### src/core/asp_consts.svh
// Offsets, field positions, reset values and timing counts of the result port
`ifndef ASP_CONSTS_SVH
`define ASP_CONSTS_SVH

// Register byte addresses
`define ASP_REG_CTRL 4'h0
`define ASP_REG_STATUS 4'h4
`define ASP_REG_FRAME 4'h8
// Control fields and reset value
`define ASP_CTRL_CLKSRC 0
`define ASP_CTRL_RST 32'h0000_0000
// Frame layout
`define ASP_FRAME_BITS 32
`define ASP_FRAME_PEND 31
`define ASP_FRAME_FILL 30
`define ASP_FRAME_POL 29
`define ASP_RES_BITS 24
`define ASP_SUB_BITS 5
`define ASP_LAST_FALL 5'h1f
// Timing: conversion time in ns, clock rate in MHz
`define ASP_CONV_TIME_NS 1137000
`define ASP_CLK_MHZ 25
`define ASP_CONV_CYC ((`ASP_CONV_TIME_NS * `ASP_CLK_MHZ + 999) / 1000)
`define ASP_SCLK_HALF 4

`endif

### src/core/asp_pkg.sv
// Types shared by the result port modules
package asp_pkg;
	// Operating cycle of the converter
	typedef enum logic [1:0] {
		ASP_CONV,
		ASP_SLEEP,
		ASP_DOUT
	} asp_state_t;

	// One finished conversion from the modulator
	typedef struct packed {
		logic over;          // Input above positive full scale
		logic under;         // Input below negative full scale
		logic [28:0] value;  // Two's complement, 24 result + 5 sub bits
	} asp_sample_t;
endpackage

### src/core/asp_sync.sv
// Two-stage synchroniser for pin inputs
`timescale 1ns/10ps
module asp_sync #(
	parameter int W = 1,
	parameter logic [W-1:0] INIT = '1 // Reset level of each bit: its pin's idle level
) (
	input wire logic sys_clk_i,
	input wire logic sys_rst_i,
	input wire logic [W-1:0] d_i,
	output logic [W-1:0] q_o
);
	logic [W-1:0] meta; // First stage, read only by the second

	if (W < 1) begin : g_bad
		$error("asp_sync: W must be at least 1");
	end

	// Both stages reset to the idle levels, so no false edge follows reset
	always_ff @(posedge sys_clk_i or posedge sys_rst_i) begin
		if (sys_rst_i) begin
			meta <= INIT;
			q_o <= INIT;
		end else begin
			meta <= d_i;
			q_o <= meta;
		end
	end
endmodule

### src/core/asp_sclk_gen.sv
// Internal serial clock divider with edge pulses
`timescale 1ns/10ps
module asp_sclk_gen #(
	parameter int HALF = 4
) (
	input wire logic sys_clk_i,
	input wire logic sys_rst_i,
	input wire logic run_i,
	output logic sclk_o,
	output logic rise_o,
	output logic fall_o
);
	localparam int CW = $clog2(HALF) + 1;
	logic [CW-1:0] cnt; // Cycles within a half period
	logic tick;         // One-cycle enable at each half period

	if (HALF < 2) begin : g_bad
		$error("asp_sclk_gen: HALF must be at least 2");
	end

	assign tick = run_i && (cnt == CW'(HALF - 1));
	assign rise_o = tick && !sclk_o;
	assign fall_o = tick && sclk_o;

	// Divider counter; restarts while stopped
	always_ff @(posedge sys_clk_i or posedge sys_rst_i) begin
		if (sys_rst_i) begin
			cnt <= '0;
		end else if (!run_i || tick) begin
			cnt <= '0;
		end else begin
			cnt <= cnt + 1'b1;
		end
	end

	// Clock level; parks low at once when stopped
	always_ff @(posedge sys_clk_i or posedge sys_rst_i) begin
		if (sys_rst_i) begin
			sclk_o <= 1'b0;
		end else if (tick) begin
			sclk_o <= !sclk_o;
		end else if (!run_i) begin
			sclk_o <= 1'b0;
		end
	end
endmodule

### src/core/asp_core.sv
// Serial result port of the converter: cycle control, framing and registers
//
// Decided for this implementation: strobed register access and the register addresses.
`timescale 1ns/10ps
`include "asp_consts.svh"
module asp_core #(
	parameter int CONV_CYCLES = `ASP_CONV_CYC,
	parameter int SCLK_HALF = `ASP_SCLK_HALF
) (
	input wire logic sys_clk_i,
	input wire logic sys_rst_i,
	input wire asp_pkg::asp_sample_t sample_i,
	input wire logic cs_n_i,
	input wire logic sclk_i,
	output logic sclk_o,
	output logic sclk_oe_o,
	output logic serial_out_o,
	output logic serial_out_oe_o,
	output logic conv_busy_o,
	input wire logic [3:0] reg_addr_i,
	input wire logic [31:0] reg_wdata_i,
	input wire logic reg_wr_i,
	input wire logic reg_rd_i,
	output logic [31:0] reg_rdata_o
);
	localparam int CCW = $clog2(CONV_CYCLES + 1);

	if (CONV_CYCLES < 1) begin : g_bad
		$error("asp_core: CONV_CYCLES must be at least 1");
	end

	// ----------------------------------------------------------------
	// Declarations
	// ----------------------------------------------------------------
	asp_pkg::asp_state_t state;   // Converter cycle
	logic [CCW-1:0] conv_cnt;     // Cycles spent converting
	logic conv_done;              // Last conversion cycle
	logic [31:0] shreg;           // Frame being shifted out
	logic [31:0] frame_q;         // Last frame captured, for software
	logic [4:0] fall_cnt;         // Falling edges seen in data output
	logic clksrc;                 // High: device drives the serial clock
	logic cs_s;                   // Synchronised chip select, active low
	logic sck_s;                  // Synchronised external serial clock
	logic cs_d;                   // Chip select one cycle back
	logic sck_d;                  // External clock one cycle back
	logic cs_rise;                // Chip select released
	logic ext_rise, ext_fall;     // External clock edges
	logic gen_rise, gen_fall;     // Internal clock edges
	logic gen_run;                // Divider may run
	logic sck_rise, sck_fall;     // Edges of the selected clock
	logic gen_sclk;               // Internal clock level

	// ----------------------------------------------------------------
	// Frame assembly
	// ----------------------------------------------------------------
	// Out-of-range inputs are clamped one step past full scale
	function automatic logic [31:0] frame_of(input asp_pkg::asp_sample_t s);
		logic [29:0] body;
		body = {!s.value[28], s.value};
		if (s.over) begin
			body = {2'b11, 28'h000_0000};
		end else if (s.under) begin
			body = {2'b00, 28'hfff_ffff};
		end
		// Pending flag is low once done; filler always low
		return {1'b0, 1'b0, body};
	endfunction

	// ----------------------------------------------------------------
	// Pin inputs and edge detection
	// ----------------------------------------------------------------
	// Each stage resets to its pin's idle level: select high, clock low
	asp_sync #(.W(2), .INIT(2'b10)) u_sync (
		.sys_clk_i(sys_clk_i),
		.sys_rst_i(sys_rst_i),
		.d_i({cs_n_i, sclk_i}),
		.q_o({cs_s, sck_s})
	);

	// Previous levels for edge finding
	// Reset values equal the idle pins, so no false edge follows reset
	always_ff @(posedge sys_clk_i or posedge sys_rst_i) begin
		if (sys_rst_i) begin
			cs_d <= 1'b1;
			sck_d <= 1'b0;
		end else begin
			cs_d <= cs_s;
			sck_d <= sck_s;
		end
	end

	assign cs_rise = cs_s && !cs_d;
	assign ext_rise = sck_s && !sck_d;
	assign ext_fall = !sck_s && sck_d;

	// Divider only while selected and a result is waiting or leaving
	assign gen_run = clksrc && !cs_s && (state != asp_pkg::ASP_CONV);

	asp_sclk_gen #(.HALF(SCLK_HALF)) u_gen (
		.sys_clk_i(sys_clk_i),
		.sys_rst_i(sys_rst_i),
		.run_i(gen_run),
		.sclk_o(gen_sclk),
		.rise_o(gen_rise),
		.fall_o(gen_fall)
	);

	// Clock source picks whose edges count
	assign sck_rise = clksrc ? gen_rise : ext_rise;
	assign sck_fall = clksrc ? gen_fall : ext_fall;
	assign sclk_o = gen_sclk;
	assign sclk_oe_o = clksrc;

	// ----------------------------------------------------------------
	// Conversion cycle
	// ----------------------------------------------------------------
	assign conv_done = (state == asp_pkg::ASP_CONV) && (conv_cnt == CCW'(CONV_CYCLES - 1));

	// Conversion timer; cleared whenever not converting
	always_ff @(posedge sys_clk_i or posedge sys_rst_i) begin
		if (sys_rst_i) begin
			conv_cnt <= '0;
		end else if (state != asp_pkg::ASP_CONV || conv_done) begin
			conv_cnt <= '0;
		end else begin
			conv_cnt <= conv_cnt + 1'b1;
		end
	end

	// State walk: convert, sleep, output, convert again
	always_ff @(posedge sys_clk_i or posedge sys_rst_i) begin
		if (sys_rst_i) begin
			state <= asp_pkg::ASP_CONV;
		end else begin
			unique case (state)
				asp_pkg::ASP_CONV: begin
					if (conv_done) begin
						// Result ready: hold it until the host asks
						state <= asp_pkg::ASP_SLEEP;
					end
				end
				asp_pkg::ASP_SLEEP: begin
					// Result held until a rising edge with select low
					if (sck_rise && !cs_s) begin
						state <= asp_pkg::ASP_DOUT;
					end
				end
				asp_pkg::ASP_DOUT: begin
					if (cs_rise) begin
						// Release by the host cuts the frame short
						state <= asp_pkg::ASP_CONV;
					end else if (sck_fall && fall_cnt == `ASP_LAST_FALL) begin
						// Last bit has left; the pin turns to pending
						state <= asp_pkg::ASP_CONV;
					end
				end
			endcase
		end
	end

	// ----------------------------------------------------------------
	// Shift register and bit count
	// ----------------------------------------------------------------
	// Loaded at completion, moved only on falling edges
	always_ff @(posedge sys_clk_i or posedge sys_rst_i) begin
		if (sys_rst_i) begin
			shreg <= '0;
		end else if (conv_done) begin
			shreg <= frame_of(sample_i);
		end else if (state == asp_pkg::ASP_DOUT && sck_fall) begin
			shreg <= {shreg[30:0], 1'b0};
		end
	end

	// Counts falling edges of the frame
	always_ff @(posedge sys_clk_i or posedge sys_rst_i) begin
		if (sys_rst_i) begin
			fall_cnt <= '0;
		end else if (state != asp_pkg::ASP_DOUT) begin
			fall_cnt <= '0;
		end else if (sck_fall) begin
			fall_cnt <= fall_cnt + 1'b1;
		end
	end

	// ----------------------------------------------------------------
	// Pin outputs
	// ----------------------------------------------------------------
	// Outside output the pin shows the pending flag live
	always_ff @(posedge sys_clk_i or posedge sys_rst_i) begin
		if (sys_rst_i) begin
			serial_out_o <= 1'b1;
			serial_out_oe_o <= 1'b0;
			conv_busy_o <= 1'b1;
		end else begin
			serial_out_oe_o <= !cs_s;
			conv_busy_o <= (state == asp_pkg::ASP_CONV);
			unique case (state)
				asp_pkg::ASP_CONV: serial_out_o <= 1'b1;
				asp_pkg::ASP_SLEEP: serial_out_o <= 1'b0;
				asp_pkg::ASP_DOUT: serial_out_o <= shreg[31];
			endcase
		end
	end

	// ----------------------------------------------------------------
	// Register port
	// ----------------------------------------------------------------
	// Control register: clock source select
	always_ff @(posedge sys_clk_i or posedge sys_rst_i) begin
		if (sys_rst_i) begin
			clksrc <= 1'(`ASP_CTRL_RST);
		end else if (reg_wr_i && reg_addr_i == `ASP_REG_CTRL) begin
			clksrc <= reg_wdata_i[`ASP_CTRL_CLKSRC];
		end
	end

	// Copy of the last frame for software; survives the shift-out
	always_ff @(posedge sys_clk_i or posedge sys_rst_i) begin
		if (sys_rst_i) begin
			frame_q <= '0;
		end else if (conv_done) begin
			frame_q <= frame_of(sample_i);
		end
	end

	// Read data one cycle after the strobe, zero otherwise
	always_ff @(posedge sys_clk_i or posedge sys_rst_i) begin
		if (sys_rst_i) begin
			reg_rdata_o <= '0;
		end else if (reg_rd_i) begin
			// Status packs bit count, select and state
			unique case (reg_addr_i)
				`ASP_REG_CTRL: reg_rdata_o <= {31'h0, clksrc};
				`ASP_REG_STATUS: reg_rdata_o <= {24'h0, fall_cnt, !cs_s, state};
				`ASP_REG_FRAME: reg_rdata_o <= frame_q;
				default: reg_rdata_o <= '0;
			endcase
		end else begin
			reg_rdata_o <= '0;
		end
	end
endmodule

### config.mk
export PLATFORM = sky130hd
export DESIGN_NAME = asp_core
export DESIGN_NICKNAME = d
export VERILOG_FILES = /design/src/core/asp_pkg.sv /design/src/core/asp_sync.sv /design/src/core/asp_sclk_gen.sv /design/src/core/asp_core.sv
export VERILOG_INCLUDE_DIRS = /design/src /design/src/core
export SDC_FILE = /design/constraint.sdc
export NUM_CORES = 1
export LEC_CHECK = 0
export ABC_AREA = 1
export ABC_CLOCK_PERIOD_IN_PS = 8300
export BUFFER_PORTS_ARGS = -buffer_cell sky130_fd_sc_hd__buf_2
export CELL_PAD_IN_SITES_DETAIL_PLACEMENT = 0
export CELL_PAD_IN_SITES_GLOBAL_PLACEMENT = 1
export CORE_UTILIZATION = 44
export DETAILED_ROUTE_END_ITERATION = 12
export GPL_ROUTABILITY_DRIVEN = 0
export GPL_TIMING_DRIVEN = 0
export PLACE_DENSITY = 0.95
export SLEW_MARGIN = 20
export SYNTH_ARGS = -nofsm -noshare
export SYNTH_HDL_FRONTEND = slang
export SYNTH_SLANG_ARGS = --single-unit
### constraint.sdc
create_clock -name sys_clk_i -period 8.3 [get_ports sys_clk_i]
set_clock_uncertainty 0.1 [all_clocks]
set_input_delay 0.415 -clock sys_clk_i [delete_from_list [all_inputs] [get_ports sys_clk_i]]
set_output_delay 0.415 -clock sys_clk_i [all_outputs]
set_load 0.02 [all_outputs]
==> flow_results.xml, run 1 <==
<?xml version="1.0" encoding="UTF-8"?>
<metrics>
  <group name="outcome">
    <metric name="outcome" unit="">completed</metric>
  </group>
  <group name="grt">
    <metric name="vias_in_the_first_global_route" unit="">4427</metric>
    <metric name="global_route_wire_length_before_repair" unit="mm">21.3</metric>
    <metric name="grt.overflow.total" unit="">0</metric>
    <metric name="grt_max_degree" unit="">82</metric>
    <metric name="aggregate_global_route_resource_usage" unit="%">21.0</metric>
    <metric name="grt_antenna_before_repair" unit="">0</metric>
  </group>
  <group name="floorplan">
    <metric name="core_region_area" unit="sq um">12600</metric>
    <metric name="chipHeight" unit="microns">116</metric>
    <metric name="die_width" unit="microns">116</metric>
    <metric name="design.die.area" unit="sq um">13400</metric>
    <metric name="design.portCount" unit="">110</metric>
    <metric name="rows" unit="">41</metric>
    <metric name="starting_density_of_the_core" unit="%">45.2</metric>
  </group>
  <group name="critical_path">
    <metric name="timing.critical_path.buf_inv" unit="">3</metric>
    <metric name="worstRegToRegCells" unit="">8</metric>
    <metric name="critical_path.slowest_cell" unit="">clkbuf_1</metric>
    <metric name="data_arrival_at_the_endpoint_of_the_critical_path" unit="ps">2590</metric>
    <metric name="critical_path.endpoint" unit="">shreg[12]$_DFFE_PP0P_</metric>
    <metric name="regToRegStartpoint" unit="">state[1]$_DFFE_PP0P_</metric>
    <metric name="cp_max_fo" unit="">10</metric>
    <metric name="crit_required" unit="ps">8550</metric>
    <metric name="r2r_end" unit="">shreg[12]$_DFFE_PP0P_</metric>
    <metric name="critPathLaunchType" unit="">flip-flop</metric>
    <metric name="worstSetupPathDepth" unit="">8</metric>
    <metric name="critical_path.most_common_cell" unit="">nand2_1</metric>
    <metric name="timing_worst_setup_path_type" unit="">reg2reg</metric>
    <metric name="critPathMaxStageDelay" unit="ps">460</metric>
    <metric name="critPathCaptureType" unit="">flip-flop</metric>
    <metric name="setup.worst_path.start" unit="">state[1]$_DFFE_PP0P_</metric>
    <metric name="crit_path_cell_trace" unit="">inv_1, ha_1, clkbuf_1, buf_1, nand4_1, nand2_1, nand2_1, nand2_1</metric>
    <metric name="reg2reg_setup_slack" unit="ps">5950</metric>
    <metric name="path_delay_family" unit="">buffers and inverters</metric>
  </group>
  <group name="detailed_routing">
    <metric name="remaining_drc_errors" unit="">0</metric>
    <metric name="routed_wire_length_per_instance" unit="microns">13.5</metric>
    <metric name="detail_route.first_pass.iterations" unit="">5</metric>
    <metric name="via_count" unit="">4694</metric>
    <metric name="route.antenna.remaining_nets" unit="">0</metric>
    <metric name="drt_initial_violations" unit="">358</metric>
    <metric name="totalWireLength" unit="mm">13.0</metric>
    <metric name="vias_per_cell" unit="">4.87</metric>
  </group>
  <group name="pwr">
    <metric name="p_switching" unit="W">0.000304</metric>
    <metric name="comb_power_share" unit="%">4.3</metric>
    <metric name="vdd.ir_drop.worst" unit="mV">0.139</metric>
    <metric name="power_frac_seq" unit="%">45.1</metric>
    <metric name="p_leak" unit="nW">3.70</metric>
    <metric name="power.density_cell_area" unit="nW/um^2">202</metric>
    <metric name="clock_power_share" unit="%">50.6</metric>
    <metric name="switching_share" unit="%">21.7</metric>
    <metric name="total_power" unit="W">0.00140</metric>
    <metric name="internal-power" unit="W">0.00110</metric>
  </group>
  <group name="placement">
    <metric name="cell_area_reported_after_detailed_placement" unit="sq um">6330</metric>
    <metric name="dp.final_hpwl" unit="mm">9.08</metric>
    <metric name="buffer_ports.inserted" unit="">74</metric>
    <metric name="placed_cells" unit="">928</metric>
  </group>
  <group name="synth">
    <metric name="area_fraction_in_compound_gates_after_synthesis" unit="%">5.66</metric>
    <metric name="synth_mux_area_share" unit="%">0</metric>
    <metric name="synth_commonest_cells" unit="">nand2_1, dfrtp_1, nor2_1, inv_1, o21ai_0</metric>
    <metric name="synth_enable_flop_cells" unit="">0</metric>
    <metric name="yosys-top-cells-area" unit="">dfrtp_1, nand2_1, nor2_1</metric>
    <metric name="synth_top_flop_cell" unit="">dfrtp_1</metric>
    <metric name="synth_largest_type_area_fraction" unit="%">53.9</metric>
    <metric name="syn_inst" unit="">680</metric>
    <metric name="synth_area_leader_cell" unit="">dfrtp_1</metric>
    <metric name="syn-cell-area" unit="sq um">5710</metric>
    <metric name="most_instantiated_library_cell_after_synthesis" unit="">nand2_1</metric>
    <metric name="synth_top_family_by_area" unit="">simple AND/OR/NAND/NOR gates</metric>
    <metric name="synthDistinctLibCells" unit="">32</metric>
    <metric name="syn-mean-instance-area" unit="sq um">8.39</metric>
    <metric name="synth-async-reset-ratio" unit="%">100</metric>
    <metric name="synth.yosys.seq_area_share" unit="%">56.3</metric>
    <metric name="synth.yosys.warnings" unit="">0</metric>
    <metric name="ys_seq_elements" unit="">128</metric>
    <metric name="synth-xor-area-share" unit="%">0.614</metric>
    <metric name="synth-adder-area-share" unit="%">1.97</metric>
    <metric name="synthSimpleGateAreaFrac" unit="%">27.5</metric>
  </group>
  <group name="clock_tree">
    <metric name="clk_transition_reported_paths" unit="ps">60</metric>
    <metric name="numClockSinks" unit="">128</metric>
    <metric name="cts_resized" unit="">0</metric>
    <metric name="cts_tree" unit="">yes</metric>
    <metric name="cts_post_setup_buffers_inserted" unit="">0</metric>
    <metric name="worst_skew_pair.late_latency" unit="ps">410</metric>
    <metric name="clock_tree.htree_level_count" unit="">4</metric>
    <metric name="root_buffer" unit="">clkbuf_16</metric>
    <metric name="tritoncts.num_buffers" unit="">17</metric>
    <metric name="cts.path.max_buffers" unit="">2</metric>
  </group>
  <group name="timing">
    <metric name="final_max_slew_viol_count" unit="">0</metric>
    <metric name="min_period" unit="ps">2350</metric>
    <metric name="slew_headroom" unit="%">64.6</metric>
    <metric name="hold_violations" unit="">0</metric>
    <metric name="rsz0062_at_grt" unit="">false</metric>
    <metric name="report.final.setup_viol" unit="">0</metric>
    <metric name="final.setup.tns" unit="ps">0</metric>
    <metric name="worstMarginPinSlew" unit="ps">530</metric>
    <metric name="fin_crit_sh" unit="%">28.3</metric>
    <metric name="fmax" unit="GHz">0.426</metric>
  </group>
  <group name="worst_hold_path">
    <metric name="hp-start" unit="">reg_rd_i</metric>
    <metric name="hold_class" unit="">in2reg</metric>
  </group>
  <group name="layout">
    <metric name="fillerInstances" unit="">1189</metric>
    <metric name="layout-drive-gt1-share" unit="%">17.7</metric>
    <metric name="finish.net_count" unit="">860</metric>
    <metric name="antennaDiodeCount" unit="">0</metric>
    <metric name="final_cell_area" unit="sq um">6940</metric>
    <metric name="final_cell_count_no_fill" unit="">963</metric>
    <metric name="area_grow_syn2layout" unit="%">21.6</metric>
  </group>
  <group name="run">
    <metric name="max_cap_violations" unit="">0</metric>
  </group>
</metrics>
## what timing repair did
action | CTS | global route
setup endpoints to repair | 0 | 0
hold buffers | 3 | 0
endpoints found under the hold margin | 49 | 0
## metal layers
layer / GRT usage [%] / share of wire (%) / vias to the layer above
met5: 0 / 0 / -
met4: 7.69 / 1.0 / 0
met3: 4.39 / 4.7 / 10
met2: 34.5 / 49 / 140
met1: 27.4 / 45 / 2222
li1: - / - / 2322
## worst register-to-register path, delay by kind of cell, from the launching register on
| family | cells | cell delay (ps) |
|---|---|---|
| DFF | 1 | 400 |
| and+or+nand+nor | 4 | 470 |
| adders and majority gates | 1 | 310 |
| buffers and inverters | 3 | 1010 |
## power groups by stage
stage | Clock [W] | Sequential (W) | Combinational (W)
floorplan | 0 | 0.000649 | 0.0000290
global placement | 0 | 0.000645 | 0.0000567
detailed placement | 0 | 0.000645 | 0.0000593
CTS | 0.000724 | 0.000634 | 0.0000610
global route | 0.000750 | 0.000634 | 0.0000678
finish | 0.000711 | 0.000634 | 0.0000599
## registers in the layout, indices dropped and copies added (netlist names)
signal and flops:
shreg 32, frame_q 30, reg_rdata_o 30, conv_cnt 15, fall_cnt 5, u_gen.cnt 3
state 2, u_sync.meta 2, u_sync.q_o 2, conv_busy_o 1, cs_d 1, sck_d 1
sclk_oe_o 1, serial_out_o 1, serial_out_oe_o 1, u_gen.sclk_o 1
## cells in the final DEF, fill, tap and decap left out, types with 5 or more instances in the layout
cell / n
nor3_1: 5
dfstp_2: 5
nand4_1: 35
a21oi_1: 7
o22ai_1: 7
o21ai_0: 38
clkbuf_1: 12
ha_1: 9
nand3_1: 17
clkbuf_8: 5
dfrtp_1: 123
clkbuf_16: 17
nand2_1: 187
inv_1: 70
nor2_1: 118
buf_2: 86
## final cells by class
type / count / area (sq um) / share of cell area [%]
Inverter: 75 / 287 / 4.13
Sequential cell: 128 / 3210 / 46.3
Clock inverter: 8 / 78.8 / 1.14
Clock buffer: 24 / 502 / 7.23
Tap cell: 172 / 215 / 3.10
Multi-Input combinational cell: 447 / 2050 / 29.5
Buffer: 31 / 169 / 2.43
Timing Repair Buffer: 78 / 428 / 6.17
## worst min-delay path by stage
stage                                           to  slack, ps  depth (start not counted)
after CTS                 reg_rdata_o[0]$_DFF_PP0_        110                          3
after global routing      reg_rdata_o[0]$_DFF_PP0_        150                          3
after global placement     u_sync.q_o[0]$_DFF_PP0_        230                          0
after floorplan            u_sync.q_o[0]$_DFF_PP0_        230                          0
after detailed placement   u_sync.q_o[0]$_DFF_PP0_        250                          0
final                     reg_rdata_o[0]$_DFF_PP0_        140                          3
## cell families after synthesis
family          Yosys count
compound gates           60
xor+xnor                  4
fa+ha+maj                 9
buf+inv                 106
flops                   128
other cells               1
simple gates            372
## through the flow
step	hold WS [ps]	setup slack, ps	util (%)
6_report	136	5950	55.0
5_1_grt	151	5800	55.0
4_1_cts	113	5950	55.0
3_5_place_dp	246	5960	50.1
3_3_place_gp	233	2990	49.9
2_1_floorplan	231	4380	-
Power figures use the tool's default switching activity.
==> run 2, diff against run 1 <==
Settings changed: ABC_CLOCK_PERIOD_IN_PS 8300 to 2350, CORE_UTILIZATION 44 to 41, PLACE_DENSITY 0.95 to 0.91.
Clock period 8.3 ns to 2.35 ns, I/O delays scaled along.
==> run 2 against run 1 <==
Critical path depth decreased by 2. Sequential power grew to 3.5 times the previous value. Clock power rose to 3.5 times the previous value. Clock-buffer cell count up 2. Non-clock buffer count increased by 10. Utilization shrank 2.2 points. Hold slack lost 110 ps. Sequential cell count is the same. Final cell count is 1.3% higher.
==> flow_results.xml, run 2 (synthesis results as in run 1) <==
<?xml version="1.0" encoding="UTF-8"?>
<metrics>
  <group name="timing">
    <metric name="rsz0062_at_grt" unit="">false</metric>
    <metric name="hold_violations" unit="">0</metric>
    <metric name="final_max_slew_viol_count" unit="">0</metric>
    <metric name="fmax" unit="GHz">0.467</metric>
    <metric name="slew_headroom" unit="%">57.3</metric>
    <metric name="report.final.setup_viol" unit="">0</metric>
    <metric name="worstMarginPinSlew" unit="ps">638</metric>
    <metric name="final.setup.tns" unit="ps">0</metric>
    <metric name="min_period" unit="ps">2140</metric>
    <metric name="fin_crit_sh" unit="%">91.1</metric>
  </group>
  <group name="grt">
    <metric name="grt.overflow.total" unit="">0</metric>
    <metric name="grt_antenna_before_repair" unit="">0</metric>
    <metric name="vias_in_the_first_global_route" unit="">4669</metric>
    <metric name="groute.layer.met3.usage" unit="%">3.99</metric>
    <metric name="grt_max_degree" unit="">36</metric>
    <metric name="use_met1" unit="%">26.5</metric>
    <metric name="global_route_wire_length_before_repair" unit="mm">22.6</metric>
    <metric name="gr-max-usage-layer" unit="">met2</metric>
    <metric name="grt_use_met2" unit="%">32.8</metric>
    <metric name="aggregate_global_route_resource_usage" unit="%">20.3</metric>
  </group>
  <group name="critical_path">
    <metric name="critPathLaunchType" unit="">flip-flop</metric>
    <metric name="path_delay_family" unit="">buffers and inverters</metric>
    <metric name="crit_required" unit="ps">2570</metric>
    <metric name="critPathMaxStageDelay" unit="ps">400</metric>
    <metric name="critPathCaptureType" unit="">flip-flop</metric>
    <metric name="critical_path.slowest_cell" unit="">dfrtp_1</metric>
    <metric name="cp_max_fo" unit="">10</metric>
    <metric name="crit_path_cell_trace" unit="">inv_1, ha_1, clkbuf_2, nand2_1, buf_4, nor3b_1</metric>
    <metric name="data_arrival_at_the_endpoint_of_the_critical_path" unit="ps">2360</metric>
    <metric name="timing_worst_setup_path_type" unit="">reg2reg</metric>
    <metric name="timing.critical_path.buf_inv" unit="">3</metric>
  </group>
  <group name="clock_tree">
    <metric name="clk_transition_reported_paths" unit="ps">60</metric>
    <metric name="cts.path.max_buffers" unit="">2</metric>
    <metric name="root_buffer" unit="">clkbuf_16</metric>
    <metric name="clock_tree.htree_level_count" unit="">4</metric>
    <metric name="numClockSinks" unit="">128</metric>
    <metric name="tritoncts.num_buffers" unit="">17</metric>
    <metric name="cts_tree" unit="">yes</metric>
    <metric name="worst_skew_pair.late_latency" unit="ps">420</metric>
  </group>
  <group name="pwr">
    <metric name="switching_share" unit="%">21.4</metric>
    <metric name="p_leak" unit="nW">3.77</metric>
    <metric name="p_switching" unit="W">0.00106</metric>
    <metric name="power_frac_seq" unit="%">45.1</metric>
    <metric name="clock_power_share" unit="%">50.1</metric>
    <metric name="comb_power_share" unit="%">4.7</metric>
    <metric name="internal-power" unit="W">0.00390</metric>
    <metric name="vdd.ir_drop.worst" unit="mV">0.474</metric>
    <metric name="power.density_cell_area" unit="nW/um^2">702</metric>
  </group>
  <group name="floorplan">
    <metric name="design.portCount" unit="">110</metric>
    <metric name="die_width" unit="microns">120</metric>
    <metric name="design.die.area" unit="sq um">14400</metric>
    <metric name="rows" unit="">42</metric>
    <metric name="chipHeight" unit="microns">120</metric>
    <metric name="starting_density_of_the_core" unit="%">42.6</metric>
    <metric name="core_region_area" unit="sq um">13400</metric>
  </group>
  <group name="detailed_routing">
    <metric name="drt_initial_violations" unit="">296</metric>
    <metric name="remaining_drc_errors" unit="">0</metric>
    <metric name="totalWireLength" unit="mm">13.0</metric>
    <metric name="route.antenna.remaining_nets" unit="">0</metric>
    <metric name="detail_route.first_pass.iterations" unit="">5</metric>
    <metric name="vias_per_cell" unit="">4.80</metric>
    <metric name="via_count" unit="">4684</metric>
    <metric name="routed_wire_length_per_instance" unit="microns">13.3</metric>
  </group>
  <group name="layout">
    <metric name="largest_register_ff_count" unit="">32</metric>
    <metric name="fillerInstances" unit="">1264</metric>
    <metric name="area_grow_syn2layout" unit="%">23.9</metric>
    <metric name="finish.net_count" unit="">870</metric>
    <metric name="layout.cells.most_common_list" unit="">nand2_1, dfrtp_1, nor2_1</metric>
    <metric name="largest_registers" unit="">shreg x32, frame_q x30, reg_rdata_o x30</metric>
    <metric name="mostFrequentLayoutCell" unit="">nand2_1</metric>
    <metric name="antennaDiodeCount" unit="">0</metric>
    <metric name="register_with_the_most_flip_flops" unit="">shreg</metric>
    <metric name="seq_area" unit="sq um">3210</metric>
    <metric name="final_cell_count_no_fill" unit="">976</metric>
    <metric name="layout-drive-gt1-share" unit="%">18.0</metric>
    <metric name="multi_input_area" unit="sq um">2050</metric>
  </group>
  <group name="run">
    <metric name="max_cap_violations" unit="">0</metric>
  </group>
  <group name="placement">
    <metric name="placed_cells" unit="">935</metric>
    <metric name="buffer_ports.inserted" unit="">74</metric>
    <metric name="dp.final_hpwl" unit="mm">9.18</metric>
  </group>
  <group name="outcome">
    <metric name="outcome" unit="">completed</metric>
  </group>
  <group name="worst_hold_path">
    <metric name="hold_class" unit="">in2reg</metric>
  </group>
</metrics>
==> run 2: cell types whose count changed in the layout (fill, tap and decap cells not counted), sizes merged <==
cell,before,now
dlygate4sd3,3,10
clkbuf,34,38
inv,75,74
buf,96,97
clkinvlp,4,2
==> run 2: per-layer routing <==
| metal | routed length [microns] | vias up |
|---|---|---|
| met4 | 209 | 0 |
| li1 | - | 2350 |
| met3 | 570 | 16 |
| met5 | 0 | - |
| met1 | 5840 | 2197 |
| met2 | 6340 | 121 |
==> run 2: path summary, 6_finish.rpt <==
| path | cells after the start | startpoint | endpoint | slack (ps) |
|---|---|---|---|---|
| setup / recovery | 6 | state[0]$_DFFE_PP0P_ | conv_cnt[3]$_DFF_PP0_ | 210 |
| hold / removal | 5 | sample_i[26] | frame_q[26]$_DFFE_PP0N_ | 30 |
| setup reg to reg | 6 | state[0]$_DFFE_PP0P_ | conv_cnt[3]$_DFF_PP0_ | 210 |
| hold reg to reg | 0 | u_sync.meta[0]$_DFF_PP0_ | u_sync.q_o[0]$_DFF_PP0_ | 250 |
| max in group asynchronous | 5 | sys_rst_i | conv_busy_o$_DFF_PP1_ | 1130 |
| min in group asynchronous | 3 | sys_rst_i | frame_q[11]$_DFFE_PP0N_ | 240 |
==> run 2: cell type report <==
| class | instances | share of cell area [%] |
|---|---|---|
| tap | 176 | 3.12 |
| clock inverter | 5 | 0.744 |
| sequential | 128 | 45.4 |
| multi-input combinational | 447 | 29.0 |
| buffer | 31 | 2.44 |
| inverter | 75 | 4.04 |
| clock buffer | 26 | 7.21 |
| timing repair buffer | 88 | 8.00 |
==> run 2: timing repair <==
action | in CTS | in global routing
setup endpoints to repair | 20 | 25
gates resized for setup | 1 | 3
hold buffers | 10 | 0
setup buffers | 0 | 0
endpoints found under the hold margin | 31 | 0
==> run 2: power groups by stage <==
stage          combinational, W  clock [W]  sequential (W)
2_1_floorplan          0.000103          0         0.00229
6_report               0.000235    0.00249         0.00224
3_5_place_dp           0.000223          0         0.00228
4_1_cts                0.000239    0.00253         0.00224
5_1_grt                0.000267    0.00265         0.00224
3_3_place_gp           0.000202          0         0.00228
==> run 2: tightest hold or removal path: stages <==
cell and delay (ps):
buf_2 80, nor2_1 30, nor2_1 70, nand4_1 110, o21ai_0 90
==> run 2: through the flow <==
step           area, sq um  setup slack [ps]  power [W]  hold WS (ps)  utilization [%]
2_1_floorplan         5710               555    0.00240          22.0                -
3_3_place_gp          6300              -277    0.00248           123             47.0
3_5_place_dp          6400             -56.9    0.00250           127             47.7
4_1_cts               7060              73.2    0.00501          19.5             52.7
5_1_grt               7070              51.7    0.00516          62.4             52.7
6_report              7070               209    0.00496          27.0             52.7
==> run 3, diff against run 2 <==
Settings changed: BUFFER_PORTS_ARGS -buffer_cell sky130_fd_sc_hd__buf_2 to -buffer_cell sky130_fd_sc_hd__clkbuf_2.
==> run 3 against run 2 <==
Cell area is 0.51% higher. Final cell count grew 0.10%. Sequential cell count did not move. Routed wire length down 0.25%. Sequential power about the same. Register-to-register slack worse by 20 ps. Maximum frequency shrank 1.1%. Global-route usage fell by 0.38 points. Die area did not move. Clock-buffer cell count shrank 7.
==> flow_results.xml, run 3 (synthesis results as in run 1) <==
<?xml version="1.0" encoding="UTF-8"?>
<metrics>
  <group name="clock_tree">
    <metric name="cts.path.max_buffers" unit="">2</metric>
    <metric name="numClockSinks" unit="">128</metric>
    <metric name="root_buffer" unit="">clkbuf_16</metric>
    <metric name="cts_tree" unit="">yes</metric>
    <metric name="clock_tree.htree_level_count" unit="">4</metric>
    <metric name="clk_transition_reported_paths" unit="ps">60</metric>
    <metric name="worst_skew_pair.late_latency" unit="ps">430</metric>
    <metric name="tritoncts.num_buffers" unit="">17</metric>
    <metric name="cts_post_setup_buffers_inserted" unit="">0</metric>
  </group>
  <group name="timing">
    <metric name="slew_headroom" unit="%">61.9</metric>
    <metric name="fmax" unit="GHz">0.462</metric>
    <metric name="min_period" unit="ps">2170</metric>
    <metric name="fin_crit_sh" unit="%">92.2</metric>
    <metric name="report.final.setup_viol" unit="">0</metric>
    <metric name="worstMarginPinSlew" unit="ps">571</metric>
    <metric name="final_critical_path_setup_slack" unit="ps">184</metric>
    <metric name="hold_violations" unit="">0</metric>
    <metric name="final_max_slew_viol_count" unit="">0</metric>
    <metric name="rsz0062_at_grt" unit="">false</metric>
  </group>
  <group name="critical_path">
    <metric name="critPathMaxStageDelay" unit="ps">380</metric>
    <metric name="data_arrival_at_the_endpoint_of_the_critical_path" unit="ps">2380</metric>
    <metric name="critPathCaptureType" unit="">flip-flop</metric>
    <metric name="reg2reg_setup_slack" unit="ps">180</metric>
    <metric name="timing_worst_setup_path_type" unit="">reg2reg</metric>
    <metric name="cp_max_fo" unit="">10</metric>
    <metric name="critical_path.slowest_cell" unit="">dfrtp_1</metric>
    <metric name="critical_path.most_common_cell" unit="">nand2_1</metric>
    <metric name="crit_path_cell_trace" unit="">inv_1, ha_1, nor2_1, nand4_1, nand2_2, nand2_1, nand2_2, inv_2, buf_6, nand2_1, nand2_1</metric>
    <metric name="path_delay_family" unit="">simple AND/OR/NAND/NOR gates</metric>
    <metric name="timing.critical_path.buf_inv" unit="">3</metric>
    <metric name="critPathLaunchType" unit="">flip-flop</metric>
    <metric name="crit_required" unit="ps">2560</metric>
  </group>
  <group name="outcome">
    <metric name="outcome" unit="">completed</metric>
  </group>
  <group name="layout">
    <metric name="antennaDiodeCount" unit="">0</metric>
    <metric name="layout-drive-gt1-share" unit="%">18.5</metric>
    <metric name="area_grow_syn2layout" unit="%">24.5</metric>
    <metric name="layout.cells.most_common_list" unit="">nand2_1, dfrtp_1, nor2_1</metric>
    <metric name="largest_register_ff_count" unit="">32</metric>
    <metric name="finish.net_count" unit="">870</metric>
    <metric name="largest_registers" unit="">shreg x32, frame_q x30, reg_rdata_o x30</metric>
    <metric name="register_with_the_most_flip_flops" unit="">shreg</metric>
    <metric name="mostFrequentLayoutCell" unit="">nand2_1</metric>
  </group>
  <group name="pwr">
    <metric name="comb_power_share" unit="%">4.5</metric>
    <metric name="power.density_cell_area" unit="nW/um^2">726</metric>
    <metric name="internal-power" unit="W">0.00401</metric>
    <metric name="total_power" unit="W">0.00515</metric>
    <metric name="vdd.ir_drop.worst" unit="mV">0.424</metric>
    <metric name="p_leak" unit="nW">3.76</metric>
    <metric name="switching_share" unit="%">22.2</metric>
    <metric name="clock_power_share" unit="%">52.0</metric>
    <metric name="p_switching" unit="W">0.00115</metric>
    <metric name="power_frac_seq" unit="%">43.4</metric>
  </group>
  <group name="grt">
    <metric name="use_met1" unit="%">25.9</metric>
    <metric name="grt_max_degree" unit="">36</metric>
    <metric name="grt.overflow.total" unit="">0</metric>
    <metric name="aggregate_global_route_resource_usage" unit="%">19.9</metric>
    <metric name="groute.layer.met3.usage" unit="%">3.66</metric>
    <metric name="gr-max-usage-layer" unit="">met2</metric>
    <metric name="vias_in_the_first_global_route" unit="">4449</metric>
    <metric name="grt_use_met2" unit="%">32.6</metric>
    <metric name="grt_antenna_before_repair" unit="">0</metric>
    <metric name="global_route_wire_length_before_repair" unit="mm">22.0</metric>
  </group>
  <group name="floorplan">
    <metric name="chipHeight" unit="microns">120</metric>
    <metric name="design.die.area" unit="sq um">14400</metric>
    <metric name="core_region_area" unit="sq um">13400</metric>
    <metric name="rows" unit="">42</metric>
    <metric name="die_width" unit="microns">120</metric>
    <metric name="starting_density_of_the_core" unit="%">42.6</metric>
    <metric name="design.portCount" unit="">110</metric>
  </group>
  <group name="placement">
    <metric name="dp.final_hpwl" unit="mm">9.15</metric>
    <metric name="buffer_ports.inserted" unit="">74</metric>
    <metric name="place_ws" unit="ps">-43.0</metric>
  </group>
  <group name="detailed_routing">
    <metric name="routed_wire_length_per_instance" unit="microns">13.2</metric>
    <metric name="detail_route.first_pass.iterations" unit="">4</metric>
    <metric name="totalWireLength" unit="mm">12.9</metric>
    <metric name="route.antenna.remaining_nets" unit="">0</metric>
    <metric name="drt_initial_violations" unit="">269</metric>
    <metric name="remaining_drc_errors" unit="">0</metric>
    <metric name="via_count" unit="">4653</metric>
    <metric name="vias_per_cell" unit="">4.76</metric>
  </group>
  <group name="worst_hold_path">
    <metric name="hold_class" unit="">in2reg</metric>
  </group>
  <group name="run">
    <metric name="max_cap_violations" unit="">0</metric>
  </group>
</metrics>
==> run 3: changes by cell type in the layout (fill, tap and decap cells not counted), sizes merged <==
cell / change
inv: +1
buf: -74
clkinv: +3
clkbuf: +67
clkinvlp: +2
bufinv: +2
==> run 3: cell type report <==
class,count,area [sq um]
plain buffers,31,173
clock buffers,19,443
clock inverters,13,163
fillers,1266,6300
inverters,75,285
multi-input cells,447,2050
flip-flops and latches,128,3210
well taps,176,220
repair buffers,88,558
==> run 3: timing repair <==
action	4_1_cts	5_1_grt
gates resized for setup	1	3
setup endpoints to repair	13	26
endpoints found under the hold margin	26	0
hold buffers	10	0
==> run 3: worst paths after layout <==
check / from / to / cells past startpoint
worst max-delay path: state[0]$_DFFE_PP0P_ / shreg[11]$_DFFE_PP0P_ / 11
worst min-delay path: sample_i[23] / frame_q[23]$_DFFE_PP0N_ / 5
worst max register to register: state[0]$_DFFE_PP0P_ / shreg[11]$_DFFE_PP0P_ / 11
worst min register to register: u_sync.meta[0]$_DFF_PP0_ / u_sync.q_o[0]$_DFF_PP0_ / 0
max in group asynchronous: sys_rst_i / conv_busy_o$_DFF_PP1_ / 5
min in group asynchronous: sys_rst_i / frame_q[10]$_DFFE_PP0N_ / 3
==> run 3: metrics by stage <==
step	instance area, sq um	TNS, ps	cells	util (%)	hold slack, ps
after floorplan	5710	0	681	-	22.0
after global placement	6300	-33120	931	47.0	106
after detailed placement	6390	-233	935	47.7	99.7
after CTS	7100	0	977	53.0	6.09
after global routing	7100	0	977	53.0	41.2
final	7100	0	977	53.0	15.5
==> run 3: worst min-delay path, stage by stage <==
cell      delay [ps]
clkbuf_2          80
nor2_1            80
nor2_1            40
nand4_1           90
o21ai_0           80
==> run 3: power groups by stage <==
| stage | sequential, W | clock, W | combinational [W] |
|---|---|---|---|
| 6_report | 0.00224 | 0.00268 | 0.000234 |
| 5_1_grt | 0.00224 | 0.00283 | 0.000264 |
| 3_5_place_dp | 0.00228 | 0 | 0.000220 |
| 2_1_floorplan | 0.00229 | 0 | 0.000103 |
| 3_3_place_gp | 0.00228 | 0 | 0.000202 |
| 4_1_cts | 0.00224 | 0.00273 | 0.000238 |
==> run 3: metal layers <==
metal  up-vias  wire length (microns)
met5         -                      0
met4         0                    227
met3        15                    538
met2       109                   6250
met1      2174                   5910
li1       2355                      -
